$ cat src/pcg_pkg.sv
package pcg_pkg;

	// register byte offsets on the bus
	localparam logic [7:0] OFS_LOOP_CONTROL   = 8'h00;
	localparam logic [7:0] OFS_LOOP_BANDWIDTH = 8'h04;
	localparam logic [7:0] OFS_LOOP_RATIO     = 8'h08;

	// loop control field positions
	localparam int unsigned CTL_IRQ_ENABLE_BIT = 7;
	localparam int unsigned CTL_CHANGE_FLAG_BIT = 6;
	localparam int unsigned CTL_POWER_ON_BIT   = 5;
	localparam int unsigned CTL_BASE_SEL_BIT   = 4;
	localparam logic [3:0]  CTL_UNUSED_READ    = 4'hF;

	// bandwidth field positions
	localparam int unsigned BW_AUTO_BIT    = 7;
	localparam int unsigned BW_LOCK_BIT    = 6;
	localparam int unsigned BW_TRACK_BIT   = 5;
	localparam int unsigned BW_XTAL_LOSS_BIT = 4;
	localparam logic [3:0]  BW_TEST_READ   = 4'h0;

	// ratio field positions
	localparam int unsigned RATIO_MUL_LSB = 4;
	localparam int unsigned RATIO_VRS_LSB = 0;

	// values after reset, and the multiplier that code zero stands for
	localparam logic       RST_IRQ_ENABLE = 1'b0;
	localparam logic       RST_POWER_ON   = 1'b1;
	localparam logic       RST_BASE_SEL   = 1'b0;
	localparam logic       RST_AUTO       = 1'b0;
	localparam logic       RST_TRACK      = 1'b0;
	localparam logic [3:0] RST_MULTIPLIER = 4'h6;
	localparam logic [3:0] RST_VCO_RANGE  = 4'h6;
	localparam logic [3:0] MUL_ZERO_AS    = 4'h1;

	// clock switch: source edges waited per side, and a guard against a dead source
	localparam logic [1:0] SWITCH_EDGES      = 2'h3;
	localparam logic [5:0] SWITCH_GUARD_CYC  = 6'h3F;

	localparam int unsigned SYNC_W = 4;

	typedef struct packed {
		logic crystal_clock;
		logic vco_clock;
		logic lock_detect;
		logic track_status;
	} pcg_analog_in_t;

	typedef struct packed {
		logic       pll_enable;
		logic       auto_mode;
		logic       capture_track_bit;
		logic [3:0] feedback_multiplier;
		logic [3:0] vco_range_code;
	} pcg_pll_ctrl_t;

	typedef enum logic [1:0] {
		PCG_SW_RUN  = 2'b01,
		PCG_SW_HOLD = 2'b10
	} pcg_sw_state_t;

endpackage

$ cat src/pcg_sync.sv
`timescale 1ns/1ps
module pcg_sync #(
	parameter int W = 4
) (
	input  wire logic         clk,
	input  wire logic         resetn,
	input  wire logic [W-1:0] d,
	output logic      [W-1:0] q
);

	logic [W-1:0] stage1;

	genvar i;
	generate
		for (i = 0; i < W; i++)
		begin : g_bit
			always_ff @(posedge clk or negedge resetn)
			begin
				if (!resetn)
				begin
					stage1[i] <= 1'b0;
					q[i]      <= 1'b0;
				end
				else
				begin
					stage1[i] <= d[i];
					q[i]      <= stage1[i];
				end
			end
		end
	endgenerate

endmodule

$ cat src/pcg_clk_switch.sv
`timescale 1ns/1ps
module pcg_clk_switch (
	input  wire logic clk,
	input  wire logic resetn,
	input  wire logic xclk_s,
	input  wire logic vclk_s,
	input  wire logic sel_vco,
	input  wire logic stop,
	output logic      base_clock_out
);

	pcg_pkg::pcg_sw_state_t state;
	logic       cur_sel;
	logic       xprev;
	logic       vprev;
	logic [1:0] xcnt;
	logic [1:0] vcnt;
	logic [5:0] guard;
	logic       xrise;
	logic       vrise;
	logic       src_rise;

	assign xrise    = xclk_s & ~xprev;
	assign vrise    = vclk_s & ~vprev;
	assign src_rise = cur_sel ? vrise : xrise;

	always_ff @(posedge clk or negedge resetn)
	begin
		if (!resetn)
		begin
			xprev <= 1'b0;
			vprev <= 1'b0;
		end
		else
		begin
			xprev <= xclk_s;
			vprev <= vclk_s;
		end
	end

	// output frozen while both sources run out their edges
	always_ff @(posedge clk or negedge resetn)
	begin
		if (!resetn)
		begin
			state   <= pcg_pkg::PCG_SW_RUN;
			cur_sel <= 1'b0;
			xcnt    <= 2'h0;
			vcnt    <= 2'h0;
			guard   <= 6'h00;
		end
		else
		begin
			case (state)
				pcg_pkg::PCG_SW_RUN:
				begin
					xcnt  <= 2'h0;
					vcnt  <= 2'h0;
					guard <= 6'h00;
					if (sel_vco != cur_sel)
						state <= pcg_pkg::PCG_SW_HOLD;
				end
				pcg_pkg::PCG_SW_HOLD:
				begin
					if (xrise && xcnt != pcg_pkg::SWITCH_EDGES)
						xcnt <= xcnt + 2'h1;
					if (vrise && vcnt != pcg_pkg::SWITCH_EDGES)
						vcnt <= vcnt + 2'h1;
					guard <= guard + 6'h01;
					// a stopped source must not hang the switch forever
					if ((xcnt == pcg_pkg::SWITCH_EDGES && vcnt == pcg_pkg::SWITCH_EDGES)
						|| guard == pcg_pkg::SWITCH_GUARD_CYC || stop)
					begin
						cur_sel <= sel_vco;
						state   <= pcg_pkg::PCG_SW_RUN;
					end
				end
				default:
					state <= pcg_pkg::PCG_SW_RUN;
			endcase
		end
	end

	// divide by two of the selected source, held low in stop
	always_ff @(posedge clk or negedge resetn)
	begin
		if (!resetn)
			base_clock_out <= 1'b0;
		else if (stop)
			base_clock_out <= 1'b0;
		else if (state == pcg_pkg::PCG_SW_RUN && src_rise)
			base_clock_out <= ~base_clock_out;
	end

endmodule

$ cat src/pcg_clock_gen_control.sv
`timescale 1ns/1ps
module pcg_clock_gen_control (
	input  wire logic                    clk,
	input  wire logic                    resetn,
	input  wire logic                    hsel,
	input  wire logic [31:0]             haddr,
	input  wire logic [1:0]              htrans,
	input  wire logic                    hwrite,
	input  wire logic [2:0]              hsize,
	input  wire logic [31:0]             hwdata,
	input  wire logic                    hready,
	output logic                         hreadyout,
	output logic                         hresp,
	output logic [31:0]                  hrdata,
	input  wire pcg_pkg::pcg_analog_in_t analog_in,
	input  wire logic                    stop_mode,
	input  wire logic                    break_state,
	input  wire logic                    break_clear_enable,
	output pcg_pkg::pcg_pll_ctrl_t       pll_ctrl,
	output logic                         crystal_clock_out,
	output logic                         base_clock_out,
	output logic                         loop_irq_out
);

	pcg_pkg::pcg_analog_in_t ana_s;

	logic       addr_take;
	logic       dph_pend;
	logic       dph_write;
	logic [7:0] dph_addr;
	logic       wr_ev;
	logic       rd_ev;
	logic       wr_ctl;
	logic       wr_bw;
	logic       wr_ratio;
	logic       rd_ctl;

	logic       lock_irq_enable;
	logic       lock_change_flag;
	logic       loop_power_on;
	logic       base_clock_select;
	logic       auto_mode;
	logic       lock_bit;
	logic       capture_track_bit;
	logic       crystal_loss_bit;
	logic [3:0] feedback_multiplier;
	logic [3:0] vco_range_code;

	logic       lock_toggle;
	logic       flag_clear;
	logic       range_zero;
	logic       xtal_prev;
	logic       xtal_edge;
	logic       track_rd;
	logic [7:0] loop_control_reg;
	logic [7:0] loop_bandwidth_reg;
	logic [7:0] loop_ratio_reg;
	logic       next_power_on;
	logic       next_base_sel;

	// every analog pin crosses two flops before use
	pcg_sync #(
		.W (pcg_pkg::SYNC_W)
	) u_sync (
		.clk    (clk),
		.resetn (resetn),
		.d      (analog_in),
		.q      (ana_s)
	);

	pcg_clk_switch u_switch (
		.clk            (clk),
		.resetn         (resetn),
		.xclk_s         (ana_s.crystal_clock),
		.vclk_s         (ana_s.vco_clock),
		.sel_vco        (base_clock_select),
		.stop           (stop_mode),
		.base_clock_out (base_clock_out)
	);

	// bus slave: one wait state on every transfer so read data leave a flop
	assign addr_take = hsel & hready & htrans[1];
	assign wr_ev     = dph_pend & dph_write;
	assign rd_ev     = dph_pend & ~dph_write;
	assign wr_ctl    = wr_ev & (dph_addr == pcg_pkg::OFS_LOOP_CONTROL);
	assign wr_bw     = wr_ev & (dph_addr == pcg_pkg::OFS_LOOP_BANDWIDTH);
	assign wr_ratio  = wr_ev & (dph_addr == pcg_pkg::OFS_LOOP_RATIO);
	assign rd_ctl    = rd_ev & (dph_addr == pcg_pkg::OFS_LOOP_CONTROL);

	always_ff @(posedge clk or negedge resetn)
	begin
		if (!resetn)
		begin
			dph_pend  <= 1'b0;
			dph_write <= 1'b0;
			dph_addr  <= 8'h00;
		end
		else
		begin
			dph_pend <= addr_take;
			if (addr_take)
			begin
				dph_write <= hwrite;
				dph_addr  <= haddr[7:0];
			end
		end
	end

	always_ff @(posedge clk or negedge resetn)
	begin
		if (!resetn)
		begin
			hreadyout <= 1'b1;
			hresp     <= 1'b0;
		end
		else
		begin
			hreadyout <= ~addr_take;
			hresp     <= 1'b0;
		end
	end

	// read views of the three registers
	assign track_rd = auto_mode ? ana_s.track_status : capture_track_bit;

	always_comb
	begin
		loop_control_reg = 8'h00;
		loop_control_reg[pcg_pkg::CTL_IRQ_ENABLE_BIT]  = lock_irq_enable & auto_mode;
		loop_control_reg[pcg_pkg::CTL_CHANGE_FLAG_BIT] = lock_change_flag & auto_mode;
		loop_control_reg[pcg_pkg::CTL_POWER_ON_BIT]    = loop_power_on;
		loop_control_reg[pcg_pkg::CTL_BASE_SEL_BIT]    = base_clock_select;
		loop_control_reg[3:0] = pcg_pkg::CTL_UNUSED_READ;
	end

	always_comb
	begin
		loop_bandwidth_reg = 8'h00;
		loop_bandwidth_reg[pcg_pkg::BW_AUTO_BIT]  = auto_mode;
		loop_bandwidth_reg[pcg_pkg::BW_LOCK_BIT]  = lock_bit;
		loop_bandwidth_reg[pcg_pkg::BW_TRACK_BIT] = track_rd;
		loop_bandwidth_reg[pcg_pkg::BW_XTAL_LOSS_BIT] = crystal_loss_bit & base_clock_select;
		// test bits are not built; they read as zero whatever software wrote
		loop_bandwidth_reg[3:0] = pcg_pkg::BW_TEST_READ;
	end

	always_comb
	begin
		loop_ratio_reg = 8'h00;
		loop_ratio_reg[pcg_pkg::RATIO_MUL_LSB +: 4] = feedback_multiplier;
		loop_ratio_reg[pcg_pkg::RATIO_VRS_LSB +: 4] = vco_range_code;
	end

	always_ff @(posedge clk or negedge resetn)
	begin
		if (!resetn)
			hrdata <= 32'h0000_0000;
		else if (rd_ev)
		begin
			case (dph_addr)
				pcg_pkg::OFS_LOOP_CONTROL:   hrdata <= {24'h00_0000, loop_control_reg};
				pcg_pkg::OFS_LOOP_BANDWIDTH: hrdata <= {24'h00_0000, loop_bandwidth_reg};
				pcg_pkg::OFS_LOOP_RATIO:     hrdata <= {24'h00_0000, loop_ratio_reg};
				default:                     hrdata <= 32'h0000_0000;
			endcase
		end
	end

	// automatic bandwidth mode select
	always_ff @(posedge clk or negedge resetn)
	begin
		if (!resetn)
			auto_mode <= pcg_pkg::RST_AUTO;
		else if (wr_bw)
			auto_mode <= hwdata[pcg_pkg::BW_AUTO_BIT];
	end

	// lock indicator only follows the detector in automatic mode
	assign lock_toggle = auto_mode & (ana_s.lock_detect != lock_bit);

	always_ff @(posedge clk or negedge resetn)
	begin
		if (!resetn)
			lock_bit <= 1'b0;
		else
			lock_bit <= auto_mode & ana_s.lock_detect;
	end

	// manual value survives untouched through automatic mode
	always_ff @(posedge clk or negedge resetn)
	begin
		if (!resetn)
			capture_track_bit <= pcg_pkg::RST_TRACK;
		else if (wr_bw && !auto_mode)
			capture_track_bit <= hwdata[pcg_pkg::BW_TRACK_BIT];
	end

	always_ff @(posedge clk or negedge resetn)
	begin
		if (!resetn)
			lock_irq_enable <= pcg_pkg::RST_IRQ_ENABLE;
		else if (wr_ctl && auto_mode)
			lock_irq_enable <= hwdata[pcg_pkg::CTL_IRQ_ENABLE_BIT];
	end

	// a break with clearing disabled protects the flag from debugger reads
	assign flag_clear = rd_ctl & ~(break_state & ~break_clear_enable);

	always_ff @(posedge clk or negedge resetn)
	begin
		if (!resetn)
			lock_change_flag <= 1'b0;
		else if (lock_toggle)
			lock_change_flag <= 1'b1;
		else if (flag_clear)
			lock_change_flag <= 1'b0;
	end

	// power and source interlocks judge the old values, so one write cannot do both
	assign range_zero    = (vco_range_code == 4'h0);
	assign next_power_on = hwdata[pcg_pkg::CTL_POWER_ON_BIT] | base_clock_select;
	assign next_base_sel = hwdata[pcg_pkg::CTL_BASE_SEL_BIT] & loop_power_on
		& ~range_zero;

	always_ff @(posedge clk or negedge resetn)
	begin
		if (!resetn)
			loop_power_on <= pcg_pkg::RST_POWER_ON;
		else if (wr_ctl)
			loop_power_on <= next_power_on;
	end

	always_ff @(posedge clk or negedge resetn)
	begin
		if (!resetn)
			base_clock_select <= pcg_pkg::RST_BASE_SEL;
		else if (stop_mode || range_zero)
			base_clock_select <= 1'b0;
		else if (wr_ctl)
			base_clock_select <= next_base_sel;
	end

	// crystal loss: while base_clock_select is set a write of one arms the bit, a crystal edge in a later cycle clears it
	assign xtal_edge = ana_s.crystal_clock & ~xtal_prev;

	always_ff @(posedge clk or negedge resetn)
	begin
		if (!resetn)
			xtal_prev <= 1'b0;
		else
			xtal_prev <= ana_s.crystal_clock;
	end

	always_ff @(posedge clk or negedge resetn)
	begin
		if (!resetn)
			crystal_loss_bit <= 1'b0;
		else if (!base_clock_select)
			crystal_loss_bit <= 1'b0;
		else if (wr_bw && hwdata[pcg_pkg::BW_XTAL_LOSS_BIT])
			crystal_loss_bit <= 1'b1;
		else if (xtal_edge)
			crystal_loss_bit <= 1'b0;
	end

	// ratio nibbles locked while the loop is powered
	always_ff @(posedge clk or negedge resetn)
	begin
		if (!resetn)
		begin
			feedback_multiplier <= pcg_pkg::RST_MULTIPLIER;
			vco_range_code      <= pcg_pkg::RST_VCO_RANGE;
		end
		else if (wr_ratio && !loop_power_on)
		begin
			feedback_multiplier <= hwdata[pcg_pkg::RATIO_MUL_LSB +: 4];
			vco_range_code      <= hwdata[pcg_pkg::RATIO_VRS_LSB +: 4];
		end
	end

	// outputs to the analog loop
	always_ff @(posedge clk or negedge resetn)
	begin
		if (!resetn)
		begin
			pll_ctrl.pll_enable          <= 1'b0;
			pll_ctrl.auto_mode           <= pcg_pkg::RST_AUTO;
			pll_ctrl.capture_track_bit   <= pcg_pkg::RST_TRACK;
			pll_ctrl.feedback_multiplier <= pcg_pkg::RST_MULTIPLIER;
			pll_ctrl.vco_range_code      <= pcg_pkg::RST_VCO_RANGE;
		end
		else
		begin
			pll_ctrl.pll_enable <= loop_power_on & ~range_zero & ~stop_mode;
			pll_ctrl.auto_mode  <= auto_mode;
			pll_ctrl.capture_track_bit <= capture_track_bit;
			if (feedback_multiplier == 4'h0)
				pll_ctrl.feedback_multiplier <= pcg_pkg::MUL_ZERO_AS;
			else
				pll_ctrl.feedback_multiplier <= feedback_multiplier;
			pll_ctrl.vco_range_code <= vco_range_code;
		end
	end

	// wait mode needs nothing here: the generator simply keeps running
	always_ff @(posedge clk or negedge resetn)
	begin
		if (!resetn)
			crystal_clock_out <= 1'b0;
		else
			crystal_clock_out <= ana_s.crystal_clock & ~stop_mode;
	end

	always_ff @(posedge clk or negedge resetn)
	begin
		if (!resetn)
			loop_irq_out <= 1'b0;
		else
			loop_irq_out <= lock_change_flag & lock_irq_enable & auto_mode
				& ~stop_mode;
	end

endmodule

$ cat config.mk
export PLATFORM = sky130hd
export DESIGN_NAME = pcg_clock_gen_control
export DESIGN_NICKNAME = d
export VERILOG_FILES = /design/src/pcg_pkg.sv /design/src/pcg_sync.sv /design/src/pcg_clk_switch.sv /design/src/pcg_clock_gen_control.sv
export SDC_FILE = /design/constraint.sdc
export NUM_CORES = 1
export LEC_CHECK = 0
export BUFFER_PORTS_ARGS = -buffer_cell sky130_fd_sc_hd__buf_2
export CELL_PAD_IN_SITES_DETAIL_PLACEMENT = 1
export CELL_PAD_IN_SITES_GLOBAL_PLACEMENT = 1
export CORE_ASPECT_RATIO = 1.4
export CORE_MARGIN = 2
export CORE_UTILIZATION = 39
export CTS_CLUSTER_SIZE = 40
export DETAILED_ROUTE_END_ITERATION = 16
export PLACE_DENSITY_LB_ADDON = 0.3
export SLEW_MARGIN = 20
export SYNTH_ARGS = -nofsm -noshare
export SYNTH_HDL_FRONTEND = slang
export SYNTH_SLANG_ARGS = --single-unit
$ cat constraint.sdc
create_clock -name clk -period 3.8 [get_ports clk]
set_input_delay 0.57 -clock clk [delete_from_list [all_inputs] [get_ports clk]]
set_output_delay 0.57 -clock clk [all_outputs]
set_load 0.005 [all_outputs]
# Word-level counts from Yosys, hierarchy flattened
# Index checks and enable logic that the tools add are counted.
# W data, S select, Z words.
[word_totals] ff_bits=96 output_inout_bits=48 in_bits=81 wordCells=137
[op_classes] n_addsub=3 eq_ne=16 n_reduce_logical=24 n_bitwise=35 muxes=21
[op_table] operator="$and A1 B1 Y1" n=25
[op_table] operator="$pmux W8 S3" n=1
[op_table] operator="$pmux W2 S2" n=3
[op_table] operator="$pmux W6 S2" n=1
[op_table] operator="$mux W1" n=11
[op_table] operator="$not A1 Y1" n=9
[op_table] operator="$eq A8 B3 Y1 const B" n=1
[op_table] operator="$eq A8 B4 Y1 const B" n=1
[op_table] operator="$logic_and A1 B1 Y1" n=8
[op_table] operator="$logic_not A4 Y1" n=2
[op_table] operator="$logic_not A8 Y1" n=1
[op_table] operator="$mux W2" n=4
[op_table] operator="$ne A2 B1 Y1 const B" n=4
[op_table] operator="$reduce_and A2 Y1" n=4
[op_table] operator="$reduce_bool A2 Y1" n=4
[op_table] operator="$add A6 B1 Y6 const B" n=1
[op_table] operator="$eq A2 B2 Y1 const B" n=3
[op_table] operator="$eq A6 B6 Y1 const B" n=1
[op_table] operator="$add A2 B1 Y2 const B" n=2
[op_table] operator="$mux W4" n=1
[op_table] operator="$ne A2 B2 Y1 const B" n=2
[op_table] operator="$logic_or A1 B1 Y1" n=3
[op_table] operator="$ne A3 B1 Y1 const B" n=1
[op_table] operator="$eq A2 B1 Y1 const B" n=1
[op_table] operator="other kinds (3)" n=5

# Longest topological paths before layout
# Gate-level depths: netlist (run 1).
[logic_depth] depth_word=6 ltp_mapped=7 mapped_depth_nobuf=6

# Cells and area by module
# Synthesis (run 1) repeated with hierarchy kept, for this count alone.
[unflattened] hier_cells=279 hier_area_um2=3286.9
[modules_own_cells] mod="pcg_clock_gen_control" n_inst=1 area_each_um2=2207.1 cells_each=185 seq_area_each_um2=1238.7
[modules_own_cells] mod="pcg_clk_switch" n_inst=1 area_each_um2=879.6 cells_each=86 seq_area_each_um2=401.6
[modules_own_cells] mod="pcg_sync" n_inst=1 area_each_um2=200.2 cells_each=8 seq_area_each_um2=200.2

# Worst setup path after synthesis (run 1)
# No wires, ideal clock.
[synth_timing] path_kind="register to register" from="register dph_addr[5]" to="register feedback_multiplier[0]" required_time_ns=3.675 synth_period_minus_slack_ns=2.298 path_stages_with_launch=6 path_slack_ns=1.502 t_arrival_ns=2.173 setup_time_ns=0.125 n_path_buf=1 path_cell_list="dfrtp_1 or4_4 or3_1 buf_2 nor4b_4 mux2_2"
[synth_via] elab_chain_cells=3
[synth_rtl] element="start, declared" line="pcg_clock_gen_control.sv:30" source="logic [7:0] dph_addr;"
[synth_rtl] element="start signal, assigned" line="pcg_clock_gen_control.sv:104" source="dph_addr <= haddr[7:0];"
[synth_rtl] element="$eq A8 B4 Y1" line="pcg_clock_gen_control.sv:87" source="assign wr_ratio = wr_ev & (dph_addr == pcg_pkg::OFS_LOOP_RATIO);"
[synth_rtl] element="$and A1 B1 Y1" line="pcg_clock_gen_control.sv:87"
[synth_rtl] element="$logic_and A1 B1 Y1" line="pcg_clock_gen_control.sv:274" source="else if (wr_ratio && !loop_power_on)"
[synth_rtl] element="end signal, assigned" line="pcg_clock_gen_control.sv:271" source="feedback_multiplier <= pcg_pkg::RST_MULTIPLIER;"
[synth_rtl] element="end signal, assigned" line="pcg_clock_gen_control.sv:276" source="feedback_multiplier <= hwdata[pcg_pkg::RATIO_MUL_LSB +: 4];"
[synth_rtl] element="end, declared" line="pcg_clock_gen_control.sv:46" source="logic [3:0] feedback_multiplier;"
# No other way between the ends.
# A chain may end at the register's enable or synchronous reset.

# Worst setup path in the final report (run 1)
[layout_timing] from="register dph_addr[5]" to="register vco_range_code[3]"
[layout_via] elab_chain_cells=3
[layout_rtl] element="$eq A8 B4 Y1" line="pcg_clock_gen_control.sv:87"
[layout_rtl] element="$and A1 B1 Y1" line="pcg_clock_gen_control.sv:87"
[layout_rtl] element="$logic_and A1 B1 Y1" line="pcg_clock_gen_control.sv:274"
[layout_rtl] element="end signal, assigned" line="pcg_clock_gen_control.sv:272" source="vco_range_code <= pcg_pkg::RST_VCO_RANGE;"
[layout_rtl] element="end signal, assigned" line="pcg_clock_gen_control.sv:277" source="vco_range_code <= hwdata[pcg_pkg::RATIO_VRS_LSB +: 4];"
[layout_rtl] element="end, declared" line="pcg_clock_gen_control.sv:47" source="logic [3:0] vco_range_code;"
# No other way between the ends.

==> results of run 1 <==
-- through the flow --
stage,hold WS [ns],setup WS [ns],std cells,area (um^2),power (W)
3_5_place_dp,0.3356,1.244,397,3356,0.0009886
4_1_cts,0.3116,1.216,413,3526,0.001523
6_report,0.3302,1.223,413,3526,0.001495
3_3_place_gp,0.3325,1.258,397,3356,0.0009819
5_1_grt,0.3115,1.096,413,3526,0.001574
2_1_floorplan,0.2744,1.502,282,3202,0.0009429
-- path summary, 6_finish.rpt --
check,end,slack (ns),depth (start not counted)
setup / recovery,vco_range_code[3],1.22,4
hold / removal,u_sync.stage1[2],0.33,1
max in group asynchronous,u_switch.state[1],2.77,2
hold reg to reg,u_sync.q[0],0.35,0
setup reg to reg,vco_range_code[3],1.22,4
min in group asynchronous,u_switch.guard[0],0.42,2
-- layout by cell type, fill, tap and decap left out, drive strengths merged, types with 3 or more instances in the layout --
cell type   n
a21oi       5
a22o        4
buf        52
clkbuf      9
clkinv      3
clkinvlp    3
conb       25
dfrtp      61
dfstp      11
ha          5
inv         7
mux2       24
nand2      17
nand2b      6
nand3       4
nor2       13
nor2b       8
nor3b       5
o21ai      11
o31ai       6
xor2        5
-- report_power, final --
part | leakage (nW) | internal [W] | switching [W] | total (W)
combinational | 0.743 | 0.0000627 | 0.0000685 | 0.000131
sequential | 0.901 | 0.000804 | 0.0000348 | 0.000839
clock | 0.0814 | 0.000235 | 0.000290 | 0.000525
-- sequential cells by signal (all words and copies together) (netlist names), 2 cells and up --
signal               count
hrdata                   8
u_switch.state           2
feedback_multiplier      4
vco_range_code           4
dph_addr                 8
u_sync.stage1            4
u_switch.xcnt            2
pll_ctrl                11
u_switch.guard           6
u_switch.vcnt            2
u_sync.q                 4
-- final cells by class --
class | count | area (um^2) | share of cell area, %
Clock buffer | 9 | 123.9 | 3.513
Clock inverter | 7 | 46.29 | 1.313
Inverter | 6 | 22.52 | 0.6388
Multi-Input combinational cell | 167 | 1130 | 32.04
Sequential cell | 72 | 1815 | 51.49
Tap cell | 100 | 125.1 | 3.549
Timing Repair Buffer | 52 | 262.8 | 7.452
-- logic make-up after synthesis --
| logic type | after synthesis | synth area share (%) |
|---|---|---|
| flip-flops | 72 | 58.34 |
| AND/OR/NAND/NOR | 67 | 11.98 |
| buffers and inverters | 43 | 8.243 |
| AO/OA/AOI/OAI | 37 | 8.002 |
| multiplexers | 26 | 9.329 |
| XOR/XNOR | 7 | 1.970 |
| adder cells (fa/ha/maj) | 5 | 2.010 |
| other | 1 | 0.1205 |
-- worst reg2reg max path, delay by kind of cell (launching register included) --
family	cells	cell delay [ns]
DFF	1	0.40
muxes	1	0.41
and+or+nand+nor	3	1.65
-- metal layers --
metal	wire [um]	share of wire [%]
met4	175	2.9
met1	2290	38
met3	253	4.2
met5	0	0
met2	3255	54
==> reports/results.tsv, run 1 <==
metric	value	unit
r2r-start	dph_addr[5]	
yosysSeqAreaShare	58.34	%
critPathLaunch	dph_addr[5]	
ir_drop	0.0002340	V
grtUsageTotal	15.15	%
clock_latency	0.35	ns
yosysMostFrequentCell	dfrtp_1	
rsz0062_at_grt	no	
fin_crit_sh	67.82	%
leakage	1.726	nW
core	7750	um^2
gp_routability_congestion	0.7322	
clock_path_buffers	2	
run_status	completed	
holdBufCountCts	0	
dp_hpwl	4387	um
cellPowerDensity	424.1	nW/um^2
clkTransAtPathRegs	0.07	ns
grt_pass1_wl	9908	um
path_buf_inv	0	
hp-class	input port to flop	
finalClockSkew	0.01051	ns
ys_ff_latch	72	
final_nets	394	
cts_sinks	72	
dr.pass1.iters	4	
worstPathMaxFanout	8	
cts_made_buffers	9	
end_kind	flop	
min_from	analog_in[2]	
use_met3	2.791	%
startpoint_type	flop	
drc	0	
cts_max_level	3	
synthToLayoutAreaGrowth	13.31	%
initial_utilization	40.15	%
drive_gt1_share	34.50	%
synth_edf_count	0	
crit_family	simple AND/OR/NAND/NOR gates	
antenna_found_initial	0	
tightestPinTransition	0.9007	ns
top_usage_layer	met2	
rows	38	
drt_iter0_drc	68	
drv_slew	0	
grt_pass1_vias	2063	
netlist_area	3112	um^2
critical_path.cell_chain	or4_4 > or3_1 > nor4b_4 > mux2_2	
ys_warn_count	0	
die_area	8719	um^2
setup_viol	0	
yosys.area.top_type	dfrtp_1	
wire_per_inst	14.46	um
ys.flop_type	dfrtp_1	
drv_cap	0	
avgViaCountPerCell	4.794	
met1_usage	17.14	%
detail-route-antenna-nets	0	
cp_slowest_cell	nor4b_4	
relSlewSlack	39.95	%
yosysTopAreaCellShare	49.06	%
cts_setup_buffers	0	
fp.dieH	109.7	um
finish.utilization	45.50	%
finalWirelength	5974	um
timing.fmax	388.0	MHz
syn_area_per_cell	12.06	um^2
use_met2	26.41	%
critPathArrivalTime	2.80	ns
via_count	1980	
postCtsResizedCells	0	
cts_tree	done	
layout_min_cycle_time	2.577	ns
synth_async_sr_flop_share	100.0	%
required	4.03	ns
grt-ovfl-total	0	
synthTopCellsByCount	dfrtp_1, buf_4, mux2_2, nand2_1, nor2_1	
grt_max_degree	73	
finalHoldViolCount	0	
setup_tns	0	ns
synth_cell_types	42	
cts_root_buf	clkbuf_8	
critical_path.max_stage_delay	0.60	ns
io_pins	129	
synth_area_leaders	dfrtp_1, dfstp_2, mux2_2	
fill_cells	888	
die_w	79.49	um
criticalPathCategory	flop to flop	
syn_inst	258	
portBuffers	51	
diodes	0	
Power figures use the tool's default switching activity.
==> run 2, diff against run 1 <==
--- a/config.mk
+++ b/config.mk
@@ -10,7 +10,7 @@
 export CELL_PAD_IN_SITES_GLOBAL_PLACEMENT = 1
 export CORE_ASPECT_RATIO = 1.4
 export CORE_MARGIN = 2
-export CORE_UTILIZATION = 39
+export CORE_UTILIZATION = 36
 export CTS_CLUSTER_SIZE = 40
 export DETAILED_ROUTE_END_ITERATION = 16
 export PLACE_DENSITY_LB_ADDON = 0.3
==> constraint.sdc (replaced) <==
create_clock -name clk -period 2.61 [get_ports clk]
set_input_delay 0.3915 -clock clk [delete_from_list [all_inputs] [get_ports clk]]
set_output_delay 0.3915 -clock clk [all_outputs]
set_load 0.005 [all_outputs]
==> reports/results.tsv, run 2 (synthesis results as in run 1) <==
metric	value	unit	change
use_met2	23.55	%	was 26.41%
cts_sinks	72		unchanged
holdBufCountCts	0		unchanged
cts_tree	done		unchanged
critical_path.max_stage_delay	0.55	ns	was 0.60 ns
clkTransAtPathRegs	0.06	ns	was 0.07 ns
most-common-layout-cells	dfrtp_1, buf_2, conb_1		unchanged
finalWorstSetupSlack	0.1870	ns	was 1.223 ns
setup_tns	0	ns	unchanged
core	8508	um^2	was 7750 um^2
grt_max_degree	50		was 73
gp_routability_congestion	0.7311		was 0.7322
grt_pass1_vias	2066		was 2063
largest_registers	pll_ctrl (11), dph_addr (8), hrdata (8)		unchanged
rsz0062_at_grt	no		unchanged
startpoint_type	flop		unchanged
cp_slowest_cell	or4_4		was nor4b_4
seq_power_share	44.9	%	was 56.1%
finalHoldViolCount	0		unchanged
detail-route-antenna-nets	0		unchanged
setup_viol	0		unchanged
clock_path_buffers	2		unchanged
grt-ovfl-total	0		unchanged
finalWirelength	6088	um	was 5974 um
largest_reg_flops	11		unchanged
internal_power	0.002123	W	was 0.001102 W
dr.pass1.iters	4		unchanged
postCtsResizedCells	0		unchanged
portBuffers	51		unchanged
top_usage_layer	met2		unchanged
avgViaCountPerCell	4.708		was 4.794
io_pins	129		unchanged
ir_drop	0.0004474	V	was 0.0002340 V
grtUsageTotal	14.71	%	was 15.15%
critPathArrivalTime	2.64	ns	was 2.80 ns
cts_root_buf	clkbuf_16		was clkbuf_8
finalClockSkew	0.005744	ns	was 0.01051 ns
via_count	1982		was 1980
worstPathMaxFanout	6		was 8
critical_path.cell_chain	or4_4 > or3_1 > nor4b_4 > buf_4 > mux2_2		was or4_4 > or3_1 > nor4b_4 > mux2_2
power.switching	0.0006007	W	was 0.0003933 W
clockPowerShare	48.1	%	was 35.1%
hp-class	input port to asynchronous set/reset pin		was input port to flop
required	2.82	ns	was 4.03 ns
final_common_cell	dfrtp_1		unchanged
grt_pass1_wl	10070	um	was 9908 um
die_area	9414	um^2	was 8719 um^2
largest-register	pll_ctrl		unchanged
drt_iter0_drc	80		was 68
layout_min_cycle_time	2.423	ns	was 2.577 ns
fp.dieH	114.0	um	was 109.7 um
drv_cap	0		unchanged
leakage	1.824	nW	was 1.726 nW
dp_slack	0.1642	ns	was 1.244 ns
drive_gt1_share	35.13	%	was 34.50%
wire_per_inst	14.46	um	about the same
run_status	completed		unchanged
critPathLaunch	dph_addr[5]		unchanged
dp_hpwl	4494	um	was 4387 um
synthToLayoutAreaGrowth	19.50	%	was 13.31%
fin_crit_sh	92.84	%	was 67.82%
met1_usage	17.24	%	was 17.14%
diodes	0		unchanged
criticalPathCategory	flop to flop		unchanged
drc	0		unchanged
timing.fmax	412.7	MHz	was 388.0 MHz
power_frac_comb	7.0	%	was 8.8%
r2r-start	dph_addr[5]		unchanged
clock_latency	0.33	ns	was 0.35 ns
relSlewSlack	60.93	%	was 39.95%
drv_slew	0		unchanged
die_w	82.58	um	was 79.49 um
antenna_found_initial	0		unchanged
tightestPinTransition	0.5861	ns	was 0.9007 ns
final_nets	397		was 394
cellPowerDensity	732.5	nW/um^2	was 424.1 nW/um^2
use_met3	3.323	%	was 2.791%
cts_made_buffers	9		unchanged
p_sw_share	22.06	%	was 26.30%
cts_setup_buffers	0		unchanged
cts_max_level	3		unchanged
initial_utilization	36.57	%	was 40.15%
end_kind	flop		unchanged
rows	40		was 38
## run 2: power groups by stage
stage | clock (W) | combinational (W) | sequential (W)
after floorplan | 0 | 0.000154 | 0.00122
after global routing | 0.00140 | 0.000223 | 0.00123
final | 0.00131 | 0.000192 | 0.00122
after global placement | 0 | 0.000190 | 0.00124
after detailed placement | 0 | 0.000195 | 0.00124
after CTS | 0.00135 | 0.000197 | 0.00122
## run 2: worst paths after layout
check / slack, ns / cells after the start / end
max in group asynchronous: 1.86 / 2 / pll_ctrl[6]
min: 0.05 / 1 / vco_range_code[0]
max reg2reg: 0.19 / 5 / vco_range_code[0]
max: 0.19 / 5 / vco_range_code[0]
min in group clk: 0.16 / 1 / u_sync.stage1[2]
min reg2reg: 0.34 / 0 / u_sync.q[0]
## run 2: critical path: cells and delay by family, from the launching register on
| kind | cells | cell delay (ns) |
|---|---|---|
| buf+inv | 1 | 0.20 |
| flops | 1 | 0.38 |
| mux | 1 | 0.33 |
| simple gates | 3 | 1.39 |
## run 2: routing by layer
metal,part of all wire (%),up-vias,routed length (um)
li1,-,943,-
met1,39,984,2397
met2,54,46,3282
met3,3.9,9,238
met4,2.8,0,169
met5,0,-,0
## run 2: cell type report
class,instances,area [um^2]
clock inverters,6,82.58
repair buffers,55,297.8
well taps,105,131.4
fillers,955,4790
flip-flops and latches,72,1815
inverters,6,22.52
clock buffers,10,239.0
multi-input cells,167,1130
## run 2: per-stage QoR
stage	area, um^2	std cells	hold slack (ns)	utilization, %	power (W)
global placement	3397	405	0.3326	39.93	0.001431
CTS	3719	421	0.05991	43.71	0.002768
finish	3719	421	0.04971	43.71	0.002724
global route	3719	421	0.09077	43.71	0.002855
detailed placement	3397	405	0.3358	39.93	0.001440
floorplan	3202	282	0.09591	-	0.001373
==> run 3, diff against run 2 <==
--- a/config.mk
+++ b/config.mk
@@ -13,6 +13,7 @@
 export CORE_UTILIZATION = 36
 export CTS_CLUSTER_SIZE = 40
 export DETAILED_ROUTE_END_ITERATION = 16
+export MAX_ROUTING_LAYER = met4
 export PLACE_DENSITY_LB_ADDON = 0.3
 export SLEW_MARGIN = 20
 export SYNTH_ARGS = -nofsm -noshare
==> reports/results.tsv, run 3 (synthesis results as in run 1) <==
metric	value	unit	change
leakage	1.824	nW	unchanged
final_common_cell	dfrtp_1		unchanged
fp.dieH	114.0	um	unchanged
dp_hpwl	4494	um	unchanged
setup_viol	0		unchanged
dr.pass1.iters	4		unchanged
layout_min_cycle_time	2.430	ns	was 2.423 ns
cts_root_buf	clkbuf_16		unchanged
largest_registers	pll_ctrl (11), dph_addr (8), hrdata (8)		unchanged
place_area	3397	um^2	unchanged
worstPathMaxFanout	6		unchanged
die_area	9414	um^2	unchanged
critPathArrivalTime	2.64	ns	about the same
drive_gt1_share	35.13	%	unchanged
end_kind	flop		unchanged
largest-register	pll_ctrl		unchanged
cts_sinks	72		unchanged
use_met2	23.55	%	unchanged
use_met3	3.402	%	was 3.323%
hp-class	input port to asynchronous set/reset pin		unchanged
cts_setup_buffers	0		unchanged
rsz0062_at_grt	no		unchanged
drc	0		unchanged
critPathLaunch	dph_addr[5]		unchanged
ir_drop	0.0004464	V	was 0.0004474 V
r2r-start	dph_addr[5]		unchanged
drv_slew	0		unchanged
largest_reg_flops	11		unchanged
portBuffers	51		unchanged
clock_latency	0.33	ns	about the same
synthToLayoutAreaGrowth	19.50	%	unchanged
clock_path_buffers	2		unchanged
avgViaCountPerCell	4.746		was 4.708
top_usage_layer	met2		unchanged
finalHoldViolCount	0		unchanged
grt_pass1_vias	2060		was 2066
grt-ovfl-total	0		unchanged
core	8508	um^2	unchanged
grt_pass1_wl	10050	um	was 10070 um
gp_routability_congestion	0.7400		was 0.7311
fill_cells	955		unchanged
detail-route-antenna-nets	0		unchanged
die_w	82.58	um	unchanged
timing.fmax	411.4	MHz	was 412.7 MHz
grtUsageTotal	15.01	%	was 14.71%
io_pins	129		unchanged
postCtsResizedCells	0		unchanged
wire_per_inst	14.47	um	was 14.46 um
relSlewSlack	60.55	%	was 60.93%
cellPowerDensity	732.4	nW/um^2	was 732.5 nW/um^2
startpoint_type	flop		unchanged
most-common-layout-cells	dfrtp_1, buf_2, conb_1		unchanged
finalWirelength	6092	um	was 6088 um
drt_iter0_drc	89		was 80
criticalPathCategory	flop to flop		unchanged
initial_utilization	36.57	%	unchanged
cts_tree	done		unchanged
reg2reg_slack	0.18	ns	was 0.19 ns
finish.instance_area	3719	um^2	unchanged
fin_crit_sh	93.12	%	was 92.84%
cts_made_buffers	9		unchanged
drv_cap	0		unchanged
antenna_found_initial	0		unchanged
cts_max_level	3		unchanged
required	2.82	ns	about the same
finalClockSkew	0.004985	ns	was 0.005744 ns
diodes	0		unchanged
holdBufCountCts	0		unchanged
clkTransAtPathRegs	0.06	ns	about the same
tightestPinTransition	0.5918	ns	was 0.5861 ns
via_count	1998		was 1982
grt_max_degree	50		unchanged
setup_tns	0	ns	unchanged
rows	40		unchanged
final_nets	397		unchanged
run_status	completed		unchanged
met1_usage	17.29	%	was 17.24%
## run 3: per-layer routing
layer	part of all wire, %	routed length (um)
met1	40	2438
met2	53	3237
met3	4.0	241
met4	2.9	174
met5	0	0
## run 3: final timing paths
kind	end	depth (start not counted)
min reg2reg	u_sync.q[0]	0
max	vco_range_code[0]	5
max reg2reg	vco_range_code[0]	5
min in group clk	u_sync.stage1[2]	1
min	vco_range_code[0]	1
max in group asynchronous	feedback_multiplier[2]	2
## run 3: layout make-up
type | instances | area, um^2 | share of cell area, %
tap | 105 | 131.4 | 3.533
inverter | 6 | 22.52 | 0.6057
clock buffer | 10 | 239.0 | 6.427
multi-input combinational | 167 | 1130 | 30.38
timing repair buffer | 55 | 297.8 | 8.008
clock inverter | 6 | 82.58 | 2.221
sequential | 72 | 1815 | 48.82
## run 3: report_power, final
group | switching [W] | total (W) | internal (W)
clock network | 0.000451 | 0.00131 | 0.000856
registers | 0.0000508 | 0.00122 | 0.00117
logic | 0.0000986 | 0.000192 | 0.0000935
## run 3: per-stage QoR
stage	hold WS [ns]	power, W	instances	setup WS (ns)	util [%]
after floorplan	0.09591	0.001373	282	0.3118	-
after global placement	0.3326	0.001431	405	0.1940	39.93
after detailed placement	0.3358	0.001440	405	0.1642	39.93
after CTS	0.05991	0.002768	421	0.1559	43.71
after global routing	0.09251	0.002853	421	0.07623	43.71
final	0.05037	0.002724	421	0.1795	43.71
## run 3: worst max-delay path, cell delays in order, from the launching register on
cell	delay, ns
dfrtp_1	0.38
or4_4	0.55
or3_1	0.46
nor4b_4	0.39
buf_4	0.20
mux2_2	0.33
